===== config.mk =====
export PLATFORM = sky130hd
export DESIGN_NAME = io_register_space_bit_access
export DESIGN_NICKNAME = d
export VERILOG_FILES = /design/src/rtl/io_space_pkg.sv /design/src/rtl/io_register_space_bit_access.sv
export SDC_FILE = /design/constraint.sdc
export NUM_CORES = 1
export LEC_CHECK = 0
export BUFFER_PORTS_ARGS = -buffer_cell sky130_fd_sc_hd__buf_2
export CAP_MARGIN = 0
export CORE_AREA = 5 5 599 601
export CTS_CLUSTER_SIZE = 40
export DETAILED_ROUTE_END_ITERATION = 12
export DIE_AREA = 0 0 604 606
export GPL_TIMING_DRIVEN = 0
export PLACE_DENSITY_LB_ADDON = 0.05
export SYNTH_ARGS = -nofsm -noshare
export SYNTH_HDL_FRONTEND = slang
export SYNTH_SLANG_ARGS = --single-unit

===== constraint.sdc =====
create_clock -name core_clk -period 2.9 [get_ports core_clk]
set_clock_uncertainty 0.1 [all_clocks]
set_input_delay 0 -clock core_clk [delete_from_list [all_inputs] [get_ports core_clk]]
set_output_delay 0 -clock core_clk [all_outputs]
set_load 0.05 [all_outputs]

===== src/rtl/io_space_pkg.sv =====
// Constants for the I/O register space decode block
package io_space_pkg;
    localparam int unsigned ADDR_W      = 6;
    localparam int unsigned DATA_W      = 8;
    localparam logic [5:0]  BIT_OP_LAST = 6'h1f;
    // Register offsets
    localparam logic [5:0] ADC_CONTROL_STATUS_B      = 6'h03;
    localparam logic [5:0] ADC_RESULT_LOW            = 6'h04;
    localparam logic [5:0] ADC_RESULT_HIGH           = 6'h05;
    localparam logic [5:0] ADC_CONTROL_STATUS_A      = 6'h06;
    localparam logic [5:0] ADC_CHANNEL_SELECT        = 6'h07;
    localparam logic [5:0] COMPARATOR_CONTROL_STATUS = 6'h08;
    localparam logic [5:0] SERIAL_IFACE_CONTROL      = 6'h0d;
    localparam logic [5:0] SERIAL_IFACE_STATUS       = 6'h0e;
    localparam logic [5:0] SERIAL_IFACE_DATA         = 6'h0f;
    localparam logic [5:0] SERIAL_IFACE_BUFFER       = 6'h10;
    localparam logic [5:0] GENERAL_PURPOSE_0         = 6'h11;
    localparam logic [5:0] GENERAL_PURPOSE_1         = 6'h12;
    localparam logic [5:0] GENERAL_PURPOSE_2         = 6'h13;
    localparam logic [5:0] DIGITAL_INPUT_DISABLE     = 6'h14;
    localparam logic [5:0] PIN_CHANGE_MASK           = 6'h15;
    localparam logic [5:0] PORT_B_INPUT_PINS         = 6'h16;
    localparam logic [5:0] PORT_B_DIRECTION          = 6'h17;
    localparam logic [5:0] PORT_B_OUTPUT             = 6'h18;
    localparam logic [5:0] EEPROM_CONTROL            = 6'h1c;
    localparam logic [5:0] EEPROM_DATA               = 6'h1d;
    localparam logic [5:0] EEPROM_ADDRESS_LOW        = 6'h1e;
    localparam logic [5:0] EEPROM_ADDRESS_HIGH       = 6'h1f;
    localparam logic [5:0] POWER_REDUCTION           = 6'h20;
    localparam logic [5:0] WATCHDOG_CONTROL          = 6'h21;
    localparam logic [5:0] DEBUG_DATA                = 6'h22;
    localparam logic [5:0] DEAD_TIME_PRESCALER       = 6'h23;
    localparam logic [5:0] DEAD_TIME_B               = 6'h24;
    localparam logic [5:0] DEAD_TIME_A               = 6'h25;
    localparam logic [5:0] CLOCK_PRESCALE            = 6'h26;
    localparam logic [5:0] PLL_CONTROL_STATUS        = 6'h27;
    localparam logic [5:0] TIMER0_COMPARE_B          = 6'h28;
    localparam logic [5:0] TIMER0_COMPARE_A          = 6'h29;
    localparam logic [5:0] TIMER0_CONTROL_A          = 6'h2a;
    localparam logic [5:0] TIMER1_COMPARE_B          = 6'h2b;
    localparam logic [5:0] GENERAL_TIMER_CONTROL     = 6'h2c;
    localparam logic [5:0] TIMER1_COMPARE_C          = 6'h2d;
    localparam logic [5:0] TIMER1_COMPARE_A          = 6'h2e;
    localparam logic [5:0] TIMER1_COUNT              = 6'h2f;
    localparam logic [5:0] TIMER1_CONTROL            = 6'h30;
    localparam logic [5:0] OSCILLATOR_CALIBRATION    = 6'h31;
    localparam logic [5:0] TIMER0_COUNT              = 6'h32;
    localparam logic [5:0] TIMER0_CONTROL_B          = 6'h33;
    localparam logic [5:0] RESET_CAUSE_FLAGS         = 6'h34;
    localparam logic [5:0] CORE_CONTROL              = 6'h35;
    localparam logic [5:0] SELF_PROGRAM_CONTROL      = 6'h37;
    localparam logic [5:0] TIMER_INTERRUPT_FLAGS     = 6'h38;
    localparam logic [5:0] TIMER_INTERRUPT_MASK      = 6'h39;
    localparam logic [5:0] EXTERNAL_INTERRUPT_FLAGS  = 6'h3a;
    localparam logic [5:0] EXTERNAL_INTERRUPT_MASK   = 6'h3b;
    localparam logic [5:0] STACK_POINTER_LOW         = 6'h3d;
    localparam logic [5:0] STACK_POINTER_HIGH        = 6'h3e;
    localparam logic [5:0] PROCESSOR_STATUS_FLAGS    = 6'h3f;
    localparam logic [7:0] STORE_RESET = 8'h00;
    // Access kinds issued by the core
    typedef enum logic [2:0] {
        OP_NONE              = 3'b000,
        OP_WRITE             = 3'b001,
        OP_SET_SINGLE_IO_BIT = 3'b010,
        OP_CLR_SINGLE_IO_BIT = 3'b011,
        OP_SKIP_IF_BIT_SET   = 3'b100,
        OP_SKIP_IF_BIT_CLEAR = 3'b101
    } io_op_t;
endpackage


===== src/rtl/io_register_space_bit_access.sv =====
// I/O register space decode with single-bit access and flag handling
// Notes on behaviour
// Software writes zero to reserved bits of any register it writes.
// Software never writes to a reserved I/O address.
// Bit set and bit clear work at 0x00 to 0x1F and nowhere higher.
// In 0x00 to 0x1F the core may test one bit and skip on set or clear.
// Status flags clear on a written one and keep their state on a zero.
// A bit set or clear changes only its bit; a clear leaves a flag as is, a set on a flag clears it.
// Locations are 8 bits, reserved bits read zero and ignore writes.
`timescale 1ns/1ps
module io_register_space_bit_access
    import io_space_pkg::*;
#(
    // Sizes
    parameter int unsigned LOCATIONS = 2 ** ADDR_W,
    parameter int unsigned BITS      = DATA_W
)
(
    // Clock and reset
    input  wire logic        core_clk,
    input  wire logic        rst_b,
    // Core access port
    input  wire io_op_t      io_op,
    input  wire logic [5:0]  io_addr,
    input  wire logic [2:0]  io_bit,
    input  wire logic [7:0]  io_wdata,
    output logic      [7:0]  io_rdata,
    output logic             io_skip,
    output logic             io_refused,
    // Peripheral side: live values and flag set events
    input  wire logic [7:0]  periph_rdata [64],
    input  wire logic [7:0]  flag_set [64],
    // Stored values towards peripherals
    output logic      [7:0]  reg_value [64]
);
    // Size check
    if (LOCATIONS != 2 ** ADDR_W || BITS != DATA_W) begin : g_size_bad
        $error("unsupported location count or width");
    end

    // Implemented bits per location, zero for reserved
    function automatic logic [7:0] impl_mask(input logic [5:0] a);
        unique case (a)
            6'h00, 6'h01, 6'h02, 6'h09, 6'h0a, 6'h0b, 6'h0c,
            6'h19, 6'h1a, 6'h1b, 6'h36, 6'h3c: impl_mask = 8'h00;
            ADC_CONTROL_STATUS_B:      impl_mask = 8'he7;
            COMPARATOR_CONTROL_STATUS: impl_mask = 8'hfb;
            DIGITAL_INPUT_DISABLE, PIN_CHANGE_MASK, PORT_B_INPUT_PINS,
            PORT_B_DIRECTION, PORT_B_OUTPUT: impl_mask = 8'h3f;
            EEPROM_CONTROL:        impl_mask = 8'h3f;
            EEPROM_ADDRESS_HIGH:   impl_mask = 8'h01;
            POWER_REDUCTION:       impl_mask = 8'h0f;
            DEAD_TIME_PRESCALER:   impl_mask = 8'h03;
            CLOCK_PRESCALE:        impl_mask = 8'h8f;
            PLL_CONTROL_STATUS:    impl_mask = 8'h87;
            TIMER0_CONTROL_A:      impl_mask = 8'hf3;
            TIMER0_CONTROL_B:      impl_mask = 8'hcf;
            RESET_CAUSE_FLAGS:     impl_mask = 8'h0f;
            SELF_PROGRAM_CONTROL:  impl_mask = 8'h3f;
            TIMER_INTERRUPT_FLAGS, TIMER_INTERRUPT_MASK: impl_mask = 8'h7e;
            EXTERNAL_INTERRUPT_FLAGS,
            EXTERNAL_INTERRUPT_MASK: impl_mask = 8'h60;
            STACK_POINTER_HIGH:    impl_mask = 8'h03;
            default:               impl_mask = 8'hff;
        endcase
    endfunction

    // Bits cleared by writing one
    function automatic logic [7:0] w1c_mask(input logic [5:0] a);
        unique case (a)
            ADC_CONTROL_STATUS_A:      w1c_mask = 8'h10;
            COMPARATOR_CONTROL_STATUS: w1c_mask = 8'h10;
            SERIAL_IFACE_STATUS:       w1c_mask = 8'he0;
            WATCHDOG_CONTROL:          w1c_mask = 8'h80;
            RESET_CAUSE_FLAGS:         w1c_mask = 8'h0f;
            TIMER_INTERRUPT_FLAGS:     w1c_mask = 8'h7e;
            EXTERNAL_INTERRUPT_FLAGS:  w1c_mask = 8'h60;
            default:                   w1c_mask = 8'h00;
        endcase
    endfunction

    // Bits that read the peripheral's live value
    function automatic logic [7:0] live_mask(input logic [5:0] a);
        unique case (a)
            ADC_RESULT_LOW, ADC_RESULT_HIGH, SERIAL_IFACE_BUFFER,
            PORT_B_INPUT_PINS: live_mask = 8'hff;
            COMPARATOR_CONTROL_STATUS: live_mask = 8'h20;
            PLL_CONTROL_STATUS:        live_mask = 8'h01;
            default:                   live_mask = 8'h00;
        endcase
    endfunction

    logic       low_space;
    logic [7:0] sel_bit;
    logic [7:0] cur_value;

    assign low_space = (io_addr <= BIT_OP_LAST);
    assign sel_bit   = 8'h01 << io_bit;

    // Read mux, reserved bits zero
    always_comb begin
        cur_value = ((reg_value[io_addr] & ~live_mask(io_addr))
                    | (periph_rdata[io_addr] & live_mask(io_addr)))
                    & impl_mask(io_addr);
        io_rdata  = cur_value;
    end

    // Bit test and skip
    always_comb begin
        io_skip = 1'b0;
        if (low_space) begin
            if (io_op == OP_SKIP_IF_BIT_SET) begin
                io_skip = |(cur_value & sel_bit);
            end else if (io_op == OP_SKIP_IF_BIT_CLEAR) begin
                io_skip = ~|(cur_value & sel_bit);
            end
        end
    end

    // Bit operations above the low space are refused
    always_comb begin
        io_refused = !low_space && (io_op == OP_SET_SINGLE_IO_BIT
                     || io_op == OP_CLR_SINGLE_IO_BIT
                     || io_op == OP_SKIP_IF_BIT_SET
                     || io_op == OP_SKIP_IF_BIT_CLEAR);
    end

    // Per-location storage
    for (genvar g = 0; g < LOCATIONS; g++) begin : g_loc
        localparam logic [5:0] A = 6'(g);
        logic       hit;
        logic [7:0] wr_mask;
        logic [7:0] wr_data;
        logic [7:0] clr_flags;
        logic [7:0] next_value;
        assign hit = (io_addr == A);
        always_comb begin
            wr_mask = 8'h00;
            wr_data = 8'h00;
            clr_flags = 8'h00;
            if (hit) begin
                unique case (io_op)
                    OP_WRITE: begin
                        wr_mask   = impl_mask(A) & ~w1c_mask(A);
                        wr_data   = io_wdata;
                        clr_flags = io_wdata & w1c_mask(A);
                    end
                    OP_SET_SINGLE_IO_BIT: begin
                        if (A <= BIT_OP_LAST) begin
                            wr_mask   = sel_bit & impl_mask(A)
                                        & ~w1c_mask(A);
                            wr_data   = 8'hff;
                            clr_flags = sel_bit & w1c_mask(A);
                        end
                    end
                    OP_CLR_SINGLE_IO_BIT: begin
                        if (A <= BIT_OP_LAST) begin
                            wr_mask = sel_bit & impl_mask(A)
                                      & ~w1c_mask(A);
                            wr_data = 8'h00;
                        end
                    end
                    default: begin
                    end
                endcase
            end
            next_value = (reg_value[g] & ~wr_mask) | (wr_data & wr_mask);
            next_value = next_value & ~(clr_flags & ~flag_set[g]);
            next_value = next_value | (flag_set[g] & w1c_mask(A));
            next_value = next_value & impl_mask(A);
        end
        always_ff @(posedge core_clk or negedge rst_b) begin
            if (!rst_b) begin
                reg_value[g] <= STORE_RESET;
            end else begin
                reg_value[g] <= next_value;
            end
        end
    end

    // Per-location checks
    for (genvar c = 0; c < LOCATIONS; c++) begin : g_chk
        localparam logic [5:0] L = 6'(c);

    end
endmodule


### Yosys cells after proc, flatten, opt, wreduce, memory -nomap -nowiden

Memory sizes are Yosys's and may differ from the RTL's.
Cells that the tools add are included.

| storage, ports and cells | value |
|---|---|
| word-level logic and storage cells | 501 |
| memories | 1 |
| ROM bits | 512 |
| input bits | 1046 |
| bits in registers | 345 |

| cells by class | value |
|---|---|
| bitwise operators | 238 |
| reductions and logical operators | 9 |
| $lt $le $gt $ge | 2 |
| mux-type cells | 141 |
| shifts and indexed selects | 1 |
| equality and inequality tests | 57 |

Memory list:

| name | depth | width | rd ports | clocked after Yosys merged registers in | write ports | line | RTL |
|---|---|---|---|---|---|---|---|
| (name not given) | 64 | 8 | 1 | 0 | 0 | io_register_space_bit_access.sv:43 | `unique case (a)` |

Operator list:

| kind | number |
|---|---|
| 8-bit two-way mux | 85 |
| 8-bit AND | 84 |
| 8-bit NOT | 45 |
| 8-bit bitwise OR | 39 |
| 6-bit equality test (second input constant) | 30 |
| 8-bit binary-select mux with 6-bit select | 2 |
| 8-bit case mux with 2 select lines | 6 |
| 6-bit two-way mux | 15 |
| 6-bit AND | 14 |
| 6-bit by 5-bit equality test with 1-bit output (second input constant) | 13 |
| 7-bit two-way mux | 11 |
| 7-bit AND | 8 |
| 6-bit NOT | 7 |
| 7-bit NOT | 6 |
| 6-bit bitwise OR | 7 |
| 7-bit bitwise OR | 4 |
| 6-bit by 3-bit equality test with 1-bit output (second input constant) | 4 |
| 6-bit by 4-bit equality test with 1-bit output (second input constant) | 4 |
| 8-bit case mux with 3 select lines | 1 |
| 4-bit two-way mux | 5 |
| 5-bit case mux with 2 select lines | 2 |
| 4-bit AND | 4 |
| 8-bit by 5-bit bitwise OR with 8-bit output | 2 |
| 4-bit NOT | 3 |
| other kinds (26) | 47 |

### Depth between registers and ports, before layout

Gate-level depths: netlist of run 1.

| logic depth | value |
|---|---|
| depth in word-level cells | 13 |
| depth in mapped cells | 18 |

### Worst setup path before layout of run 1

OpenSTA, ideal clock, no wires.

| path | value |
|---|---|
| path kind | input to output |
| start point | input io_addr[0] |
| end point | output io_skip |
| cell stages on the path | 17 |
| setup slack | -1521 ps |
| data arrival time | 4321 ps |
| data required time | 2800 ps |
| cell sequence | buf_6 buf_8 inv_2 buf_2 buf_2 ha_1 clkbuf_1 clkinv_1 ha_1 nand2b_1 a21oi_1 nor3_1 a21oi_1 a311oi_1 a21oi_1 o221ai_2 mux2i_1 |

| between the ends | value |
|---|---|
| longest elaborated chain between the ends | 13 |

Ends and longest elaborated chain:

| element | line | RTL |
|---|---|---|
| from (decl) | io_register_space_bit_access.sv:24 | `input wire logic [5:0] io_addr,` |
| 6-bit NOT with 7-bit output (not written as such) (tied with other cells) | io_register_space_bit_access.sv:102, io_register_space_bit_access.sv:103 |  |
| 8-bit binary-select mux with 6-bit select (tied with other cells) | io_register_space_bit_access.sv:102 | `cur_value = ((reg_value[io_addr] & ~live_mask(io_addr))` |
| 8-bit two-way mux (not written as such) (tied with other cells) (2 in a row) | io_register_space_bit_access.sv:102 |  |
| 8-bit AND, on equally long branches | io_register_space_bit_access.sv:102, io_register_space_bit_access.sv:103 |  |
| 8-bit bitwise OR | io_register_space_bit_access.sv:103 | `\| (periph_rdata[io_addr] & live_mask(io_addr)))` |
| 8-bit AND * | io_register_space_bit_access.sv:104 | `& impl_mask(io_addr);` |
| named net io_rdata[2] | io_register_space_bit_access.sv:27 | `output logic [7:0] io_rdata,` |
| 8-bit AND * | io_register_space_bit_access.sv:113, io_register_space_bit_access.sv:115 |  |
| 8-bit OR reduction * | io_register_space_bit_access.sv:113, io_register_space_bit_access.sv:115 |  |
| 1-bit zero test | io_register_space_bit_access.sv:115 | `io_skip = ~\|(cur_value & sel_bit);` |
| 1-bit two-way mux | io_register_space_bit_access.sv:114 | `end else if (io_op == OP_SKIP_IF_BIT_CLEAR) begin` |
| 1-bit two-way mux * | io_register_space_bit_access.sv:112 | `if (io_op == OP_SKIP_IF_BIT_SET) begin` |
| 1-bit two-way mux * | io_register_space_bit_access.sv:111 | `if (low_space) begin` |
| to (decl) | io_register_space_bit_access.sv:28 | `output logic io_skip,` |

The timed path passes the listed nets; every way through them passes the cells marked *. The select of a mux whose other input is x is not followed.

==> results.yml, run 1 <==
clock_tree:
  clkTransAtPathRegs_ns: 0.06
  root_buffer: "clkbuf_16"
  cts.sinks: 345
  cts-buffers-inserted: 60
  clkLatencyLatePin_ns: 0.71
  cts_tree: "done"
  h-tree-depth: 2
  cts.path.max_buffers: 3
drt:
  num_vias: 20986
  wire_per_inst_um: 34.6
  drt-initial-drc-count: 1164
  remaining_drc_errors: 0
  post_drt_via_cell_ratio: 2.69
  drt-total-wl_um: 270000
  route.antenna.remaining_nets: 0
  wl_met1_um: 117000
  met2_length_um: 119000
  first_pass_iters: 5
  wl_met3_um: 27300
  top_layer: "met5"
final_layout:
  regArea_um2: 8650
  multiInputGateArea_um2: 12300
  final_nets: 4049
  nFillCells: 40538
  area_growth_pct: 74.5
  drive_gt1_share_pct: 56.5
critical_path:
  cp_max_fo: 3
  worstSetupEndpointType: "output pin"
  r2r_slack_ns: 1.49
  worst-setup-path-type: "flip-flop to output pin"
  crit_chain: "nor2b_1 -> a211oi_1 -> o311ai_0 -> a31oi_2 -> and4_4 -> a2111oi_4 -> a2111oi_4 -> o221ai_2 -> mux2i_4 -> buf_12"
  r2r_start: "reg_value[398]"
  worstPathArrival_ns: 4.06
  startpoint_type: "flip-flop"
  r2r-end: "reg_value[398]"
  crit_top_cell: "a2111oi_4"
  cp_slowest_cell: "o311ai_0"
  max_stage_delay_ns: 0.69
  required_ns: 2.80
  worstRegToRegCells: 3
hold_path:
  hold_end: "reg_value[89]"
  min_path_type: "primary input to flip-flop"
  hold_depth: 3
  worstHoldStart: "io_wdata[1]"
yosys:
  synth_area_per_cell_um2: 10.9
  ys_ff_latch: 345
  ys.flop_type: "dfrtp_1"
  synth_cell_types: 81
  synth_area_um2: 21300
  yosys_warnings: 0
  synth_top_area_share_pct: 40.5
  synth_edf_count: 0
  synth_common_cells: "mux2_2 (354), dfrtp_1 (345), nand2_1 (238)"
  syn_inst: 1953
  synth_top_area_cell: "dfrtp_1"
  synth.yosys.seq_area_share_pct: 40.5
  async_flop_share_pct: 100
  yosysMostFrequentCell: "mux2_2"
  synth_area_leaders: "dfrtp_1 (40%), mux2_2 (19%), buf_4 (6.3%), mux4_2 (5.8%), nand2_1 (4.2%)"
grt:
  grt_pass1_vias: 22290
  grt_pass1_wl_um: 323000
  globalRoute.totalOverflow: 0
  grt_max_degree: 85
  antenna_found_initial: 86
  grtUsageTotal_pct: 14.2
timing:
  rsz0062_at_grt: "true"
  setup_tns_ns: -3.90
  setup_ws_ns: -1.26
  whs_ns: 0.0845
  fin_crit_sh_pct: 143
  worst_pin_slew_ns: 1.47
  hold_violations: 0
  period_minus_slack_ns: 4.16
  fmax_mhz: 240
  maxSlewHeadroom_pct: 1.93
  setup_viol: 35
  drv_slew: 0
place:
  hpwl_um: 215000
  gp_congestion: 0.728
  io_buffers: 634
outcome:
  violations: "setup timing"
  status: "finished with violations"
floorplan:
  start_util_pct: 6.06
  die_w_um: 604
  dieArea_um2: 366000
  core_um2: 352000
  io_pins: 1568
  fp-row-count: 218
  die_h_um: 606
flow_run:
  max-cap-violations: 0
pwr:
  p_per_area_nw_per_um2: 475
  total_power_uw: 17700
  max-vdd-ir-drop_v: 0.000451
  p_leak_uw: 0.0161
[logic make-up (layout without fill, tap and decap cells)]
family          count (synthesis)  in the layout  synth area share [%]
other cells                     1            194                0.0176
simple gates                  445            445                  9.29
buf+inv                       330           1249                  9.98
mux                           503            503                  29.0
fa+ha+maj                       8              8                 0.469
compound gates                321            321                  10.8
flops                         345            345                  40.5
[per-stage QoR]
stage	std cells	instance area, um2	utilization, %	setup WS (ns)
finish	7795	37200	10.6	-1.26
global route	7773	37200	10.6	-1.34
CTS	7729	36500	10.4	-1.38
detailed placement	7520	31900	9.07	-3.84
global placement	7483	31200	8.86	-8.54
floorplan	2119	22100	-	-0.475
[critical path, delay by kind of cell (launching register included)]
family | cells | cell delay, ns
DFF | 1 | 0.39
muxes | 1 | 0.34
buffers and inverters | 1 | 0.19
and+or+nand+nor | 2 | 0.42
AOI/OAI and AO/OA | 6 | 2.02
[routing by layer]
| metal | GRT usage (%) | vias to the layer above |
|---|---|---|
| met2 | 22.3 | 1021 |
| met4 | 3.10 | 8 |
| met5 | 0 | - |
| li1 | - | 8975 |
| met3 | 6.15 | 161 |
| met1 | 17.9 | 10821 |
[where the power goes]
group,total (uW),leakage [uW],internal [uW],switching (uW)
Clock,7590,0.000955,4510,3070
Combinational,4940,0.0105,1390,3550
Sequential,5180,0.00467,4990,192
[layout make-up]
type	instances	area share (%)
multi-input cells	1444	33.0
flip-flops and latches	345	23.2
well taps	4730	15.9
repair buffers	818	14.3
plain buffers	317	7.94
clock buffers	92	4.68
clock inverters	13	0.551
diodes	27	0.181
inverters	9	0.175
[layout by cell type, fill, tap and decap left out, types with 31 or more instances in the layout]
cell type	n
buf_12	31
clkbuf_16	61
a21oi_1	60
mux2_2	353
nor2_1	45
conb_1	167
buf_2	631
dlygate4sd3_1	42
dfrtp_1	335
mux4_2	55
buf_16	38
nand2_1	231
buf_8	32
mux2i_1	60
o21ai_0	38
buf_4	259
clkbuf_1	76
[repair_timing]
action	4_1_cts	5_1_grt
endpoints found under the setup margin	341	41
pin swaps	22	18
setup buffers	65	42
hold buffers	43	0
resized for setup	371	78
hold endpoints to repair	247	0
[how the worst max path moves through the flow]
| stage | from | end | cells after the start |
|---|---|---|---|
| after floorplan | io_addr[0] | io_skip | 14 |
| after detailed placement | io_addr[2] | io_skip | 14 |
| final | flip-flop | io_skip | 10 |
| after global placement | rst_b | async pin | 1 |
| after global routing | flip-flop | io_skip | 11 |
| after CTS | flip-flop | io_skip | 11 |
No activity file was read; power rests on OpenSTA's default activity.
==> run 2: changes to the inputs <==
CTS_BUF_LIST = sky130_fd_sc_hd__clkbuf_8   (was not set)
==> results.yml, run 2 (synthesis gave the netlist of run 1 again) <==
outcome:
  status: "finished with violations"
  violations: "setup timing"
hold_path:
  hold_end: "reg_value[60]"
  min_path_type: "primary input to flip-flop"
  hold_depth: 4
  worstHoldStart: "io_wdata[4]"
clock_tree:
  cts.sinks: 345
  h-tree-depth: 3
  clkTransAtPathRegs_ns: 0.05
  cts-buffers-inserted: 89
  root_buffer: "clkbuf_8"
  clkLatencyLatePin_ns: 0.86
  cts.path.max_buffers: 3
  cts_tree: "done"
timing:
  whs_ns: 0.116
  rsz0062_at_grt: "true"
  maxSlewHeadroom_pct: 8.06
  drv_slew: 0
  period_minus_slack_ns: 4.27
  setup_viol: 23
  fmax_mhz: 234
  worst_pin_slew_ns: 1.37
  setup_tns_ns: -4.64
  setup_ws_ns: -1.37
  fin_crit_sh_pct: 147
  hold_violations: 0
critical_path:
  crit_chain: "mux4_2 -> a221oi_4 -> buf_4 -> a2111oi_4 -> a31oi_2 -> and4_4 -> a2111oi_4 -> a2111oi_4 -> o221ai_2 -> mux2i_4 -> buf_12"
  timing.critical_path.buf_inv: 2
  r2r-end: "reg_value[444]"
  crit_top_cell: "a2111oi_4"
  worstRegToRegCells: 3
  r2r_start: "reg_value[444]"
  max_stage_delay_ns: 0.48
  worstSetupEndpointType: "output pin"
  cp_max_fo: 2
  r2r_slack_ns: 1.25
  required_ns: 2.80
  critPathTopFamily: "compound AO/OA/AOI/OAI gates"
  worst-setup-path-type: "flip-flop to output pin"
  cp_slowest_cell: "a2111oi_4"
  worstPathArrival_ns: 4.17
  startpoint_type: "flip-flop"
pwr:
  max-vdd-ir-drop_v: 0.000268
  total_power_uw: 16300
  p_per_area_nw_per_um2: 442
  p_leak_uw: 0.0162
final_layout:
  final_common_cell: "buf_2"
  drive_gt1_share_pct: 56.3
  final_nets: 4090
  final_cell_mix: "buf_2 (630), mux2_2 (354), dfrtp_1 (334)"
  area_growth_pct: 73.3
  finalInstanceArea_um2: 37000
place:
  gp_congestion: 0.728
  pre_cts_ws_ns: -3.84
  io_buffers: 634
  hpwl_um: 215000
  place_area_um2: 31900
grt:
  globalRoute.totalOverflow: 0
  grt_max_degree: 85
  grtUsageTotal_pct: 14.2
  antenna_found_initial: 74
  grt_pass1_vias: 22549
  grt_pass1_wl_um: 323000
flow_run:
  max-cap-violations: 0
drt:
  post_drt_via_cell_ratio: 2.71
  remaining_drc_errors: 0
  drt-total-wl_um: 270000
  wire_per_inst_um: 34.4
  num_vias: 21244
  drt-initial-drc-count: 1190
  route.antenna.remaining_nets: 0
  first_pass_iters: 5
floorplan:
  fp-row-count: 218
  dieArea_um2: 366000
  start_util_pct: 6.06
  io_pins: 1568
  core_um2: 352000
  die_h_um: 606
  die_w_um: 604
-- run 2: final cells by class --
type / instances / area [um2]
diodes: 25 / 62.6
fillers: 40628 / 315000
flip-flops and latches: 345 / 8650
inverters: 9 / 65.1
well taps: 4730 / 5920
multi-input cells: 1444 / 12300
plain buffers: 319 / 2880
repair buffers: 828 / 5470
clock buffers: 100 / 1380
clock inverters: 48 / 234
-- run 2: tightest hold or removal path, delay by kind of cell --
| kind | cells | cell delay [ns] |
|---|---|---|
| AOI/OAI and AO/OA | 1 | 0.10 |
| and+or+nand+nor | 1 | 0.11 |
| buffers and inverters | 2 | 0.81 |
-- run 2: routing by layer --
metal / GRT usage (%) / wire length, um / vias up
met5: 0 / 49 / -
met4: 2.64 / 4880 / 8
met3: 6.36 / 26700 / 171
met2: 22.6 / 121000 / 1004
met1: 17.8 / 117000 / 11004
li1: - / - / 9057
-- run 2: how the worst max path moves through the flow --
stage,to,slack (ns),cells past startpoint
final,io_skip,-1.37,11
after global routing,io_skip,-1.53,10
after CTS,io_skip,-1.57,10
after detailed placement,io_skip,-3.84,14
after global placement,async pin,-8.54,1
after floorplan,io_skip,-0.47,14
-- run 2: report_power, final --
| part | internal (uW) | switching (uW) |
|---|---|---|
| clock network | 3120 | 3110 |
| registers | 4990 | 192 |
| logic | 1390 | 3550 |
-- run 2: stage by stage --
step,cells,utilization [%]
after floorplan,2119,-
after global placement,7483,8.86
after detailed placement,7520,9.07
after CTS,7779,10.2
after global routing,7826,10.5
final,7848,10.5
-- run 2: timing repair --
| action | in CTS | in global routing |
|---|---|---|
| buffers inserted | 57 | 46 |
| resized for setup | 346 | 84 |
| pin swaps | 24 | 30 |
| cloned | 0 | 0 |
| endpoints found under the setup margin | 309 | 38 |
| endpoints found under the hold margin | 293 | 0 |
| hold buffers | 57 | 0 |
==> run 3: changes to the inputs <==
CELL_PAD_IN_SITES_DETAIL_PLACEMENT = 0   (was not set)
CELL_PAD_IN_SITES_GLOBAL_PLACEMENT = 1   (was not set)
CORE_AREA = 5 5 613 615   (was 5 5 599 601)
DIE_AREA = 0 0 618 620   (was 0 0 604 606)
==> results.yml, run 3 (synthesis gave the netlist of run 1 again) <==
critical_path:
  worstSetupEndpointType: "output pin"
  crit_chain: "mux2_2 -> a21oi_1 -> a2111oi_4 -> buf_4 -> a31oi_4 -> and4_4 -> a2111oi_4 -> a2111oi_4 -> o221ai_2 -> mux2i_4 -> buf_12"
  crit_top_cell: "a2111oi_4"
  startpoint_type: "flip-flop"
  timing.critical_path.buf_inv: 2
  r2r_start: "reg_value[88]"
  r2r_slack_ns: 1.45
  required_ns: 2.80
  r2r-end: "reg_value[88]"
  worstRegToRegCells: 2
  max_stage_delay_ns: 0.47
  critPathTopFamily: "compound AO/OA/AOI/OAI gates"
  worst-setup-path-type: "flip-flop to output pin"
  cp_slowest_cell: "a21oi_1"
  cp_max_fo: 3
  worstPathArrival_ns: 4.02
timing:
  fmax_mhz: 243
  setup_ws_ns: -1.22
  maxSlewHeadroom_pct: 10.1
  hold_violations: 0
  rsz0062_at_grt: "true"
  setup_tns_ns: -3.90
  worst_pin_slew_ns: 1.35
  setup_viol: 17
  period_minus_slack_ns: 4.12
  fin_crit_sh_pct: 142
  drv_slew: 0
drt:
  post_drt_via_cell_ratio: 2.62
  top_layer: "met5"
  drt-initial-drc-count: 965
  wire_per_inst_um: 33.3
  first_pass_iters: 4
  drt-total-wl_um: 269000
  met2_length_um: 118000
  remaining_drc_errors: 0
  wl_met3_um: 24800
  wl_met1_um: 123000
  route.antenna.remaining_nets: 0
  num_vias: 21184
pwr:
  total_power_uw: 16600
  max-vdd-ir-drop_v: 0.000312
  p_leak_uw: 0.0163
  p_per_area_nw_per_um2: 443
floorplan:
  io_pins: 1568
  start_util_pct: 5.76
  fp-row-count: 224
  core_um2: 370000
  die_h_um: 620
  dieArea_um2: 383000
  die_w_um: 618
final_layout:
  final_common_cell: "buf_2"
  drive_gt1_share_pct: 56.3
  final_nets: 4090
  final_util_pct: 10.1
  final_cell_mix: "buf_2 (627), mux2_2 (351), dfrtp_1 (339)"
  area_growth_pct: 75.7
  finalInstanceArea_um2: 37500
place:
  gp_congestion: 0.690
  io_buffers: 634
  place_area_um2: 32400
  hpwl_um: 214000
grt:
  grt_pass1_vias: 22561
  grt_max_degree: 84
  grt_pass1_wl_um: 323000
  grtUsageTotal_pct: 13.5
  globalRoute.totalOverflow: 0
  antenna_found_initial: 70
hold_path:
  min_path_type: "primary input to flip-flop"
  worstHoldStart: "io_op[1]"
  hold_depth: 7
clock_tree:
  cts_tree: "done"
  cts-buffers-inserted: 92
  clkLatencyLatePin_ns: 0.79
  root_buffer: "clkbuf_8"
  cts.sinks: 345
  h-tree-depth: 3
  cts.path.max_buffers: 3
  clkTransAtPathRegs_ns: 0.06
outcome:
  status: "finished with violations"
  violations: "setup timing"
flow_run:
  max-cap-violations: 0
run 3: changes by cell type in the layout (fill, tap and decap cells not counted), moves of 6 or more:
| cell | before | now |
|---|---|---|
| clkbuf_8 | 104 | 114 |
| inv_1 | 44 | 50 |
| nor2_4 | 5 | 11 |
| diode_2 | 25 | 12 |
| buf_4 | 255 | 248 |
run 3: worst max-delay path by stage:
stage / cells after the start / endpoint / start
global route: 10 / io_skip / flip-flop
global placement: 1 / async pin / rst_b
CTS: 11 / io_skip / flip-flop
finish: 11 / io_skip / flip-flop
detailed placement: 14 / io_skip / io_addr[2]
floorplan: 14 / io_skip / io_addr[0]
run 3: tightest hold or removal path, delay by kind of cell:
| family | cells | cell delay, ns |
|---|---|---|
| AO/OA/AOI/OAI | 1 | 0.08 |
| adder cells (fa/ha/maj) | 1 | 0.22 |
| buffers and inverters | 2 | 0.33 |
| multiplexers | 1 | 0.14 |
| AND/OR/NAND/NOR | 2 | 0.23 |
run 3: power by group:
part	total [uW]	switching, uW	internal, uW
combinational	4890	3510	1380
clock	6540	3090	3450
sequential	5180	191	4990
total	16600	6790	9820
run 3: area by class of cell:
type | instances | area [um2]
Antenna cell | 12 | 30.0
Sequential cell | 345 | 8640
Multi-Input combinational cell | 1444 | 12400
Buffer | 317 | 2850
Clock inverter | 51 | 239
Fill cell | 42815 | 333000
Timing Repair Buffer | 827 | 5580
Tap cell | 4972 | 6220
Inverter | 9 | 66.3
Clock buffer | 109 | 1500
run 3: metrics by stage:
stage          std cells  setup slack [ns]  hold slack, ns
2_1_floorplan       2119            -0.475          -0.396
3_3_place_gp        7725             -8.56          0.0849
3_5_place_dp        7767             -3.93          -0.131
4_1_cts             8070             -1.42         0.00374
5_1_grt             8077             -1.36           0.102
6_report            8086             -1.22           0.136
run 3: repair_timing:
item | 4_1_cts | 5_1_grt
resized for setup | 399 | 54
hold buffers | 59 | 1
hold endpoints to repair | 339 | 3
setup endpoints to repair | 318 | 64
pin swaps | 41 | 21
buffers inserted | 90 | 3
run 3: layer usage:
metal  global-route usage (%)  vias to the layer above
met3                     5.42                      159
met4                     1.77                       12
met1                     18.0                    11011
met2                     21.1                      942
li1                         -                     9060
met5                        0                        -
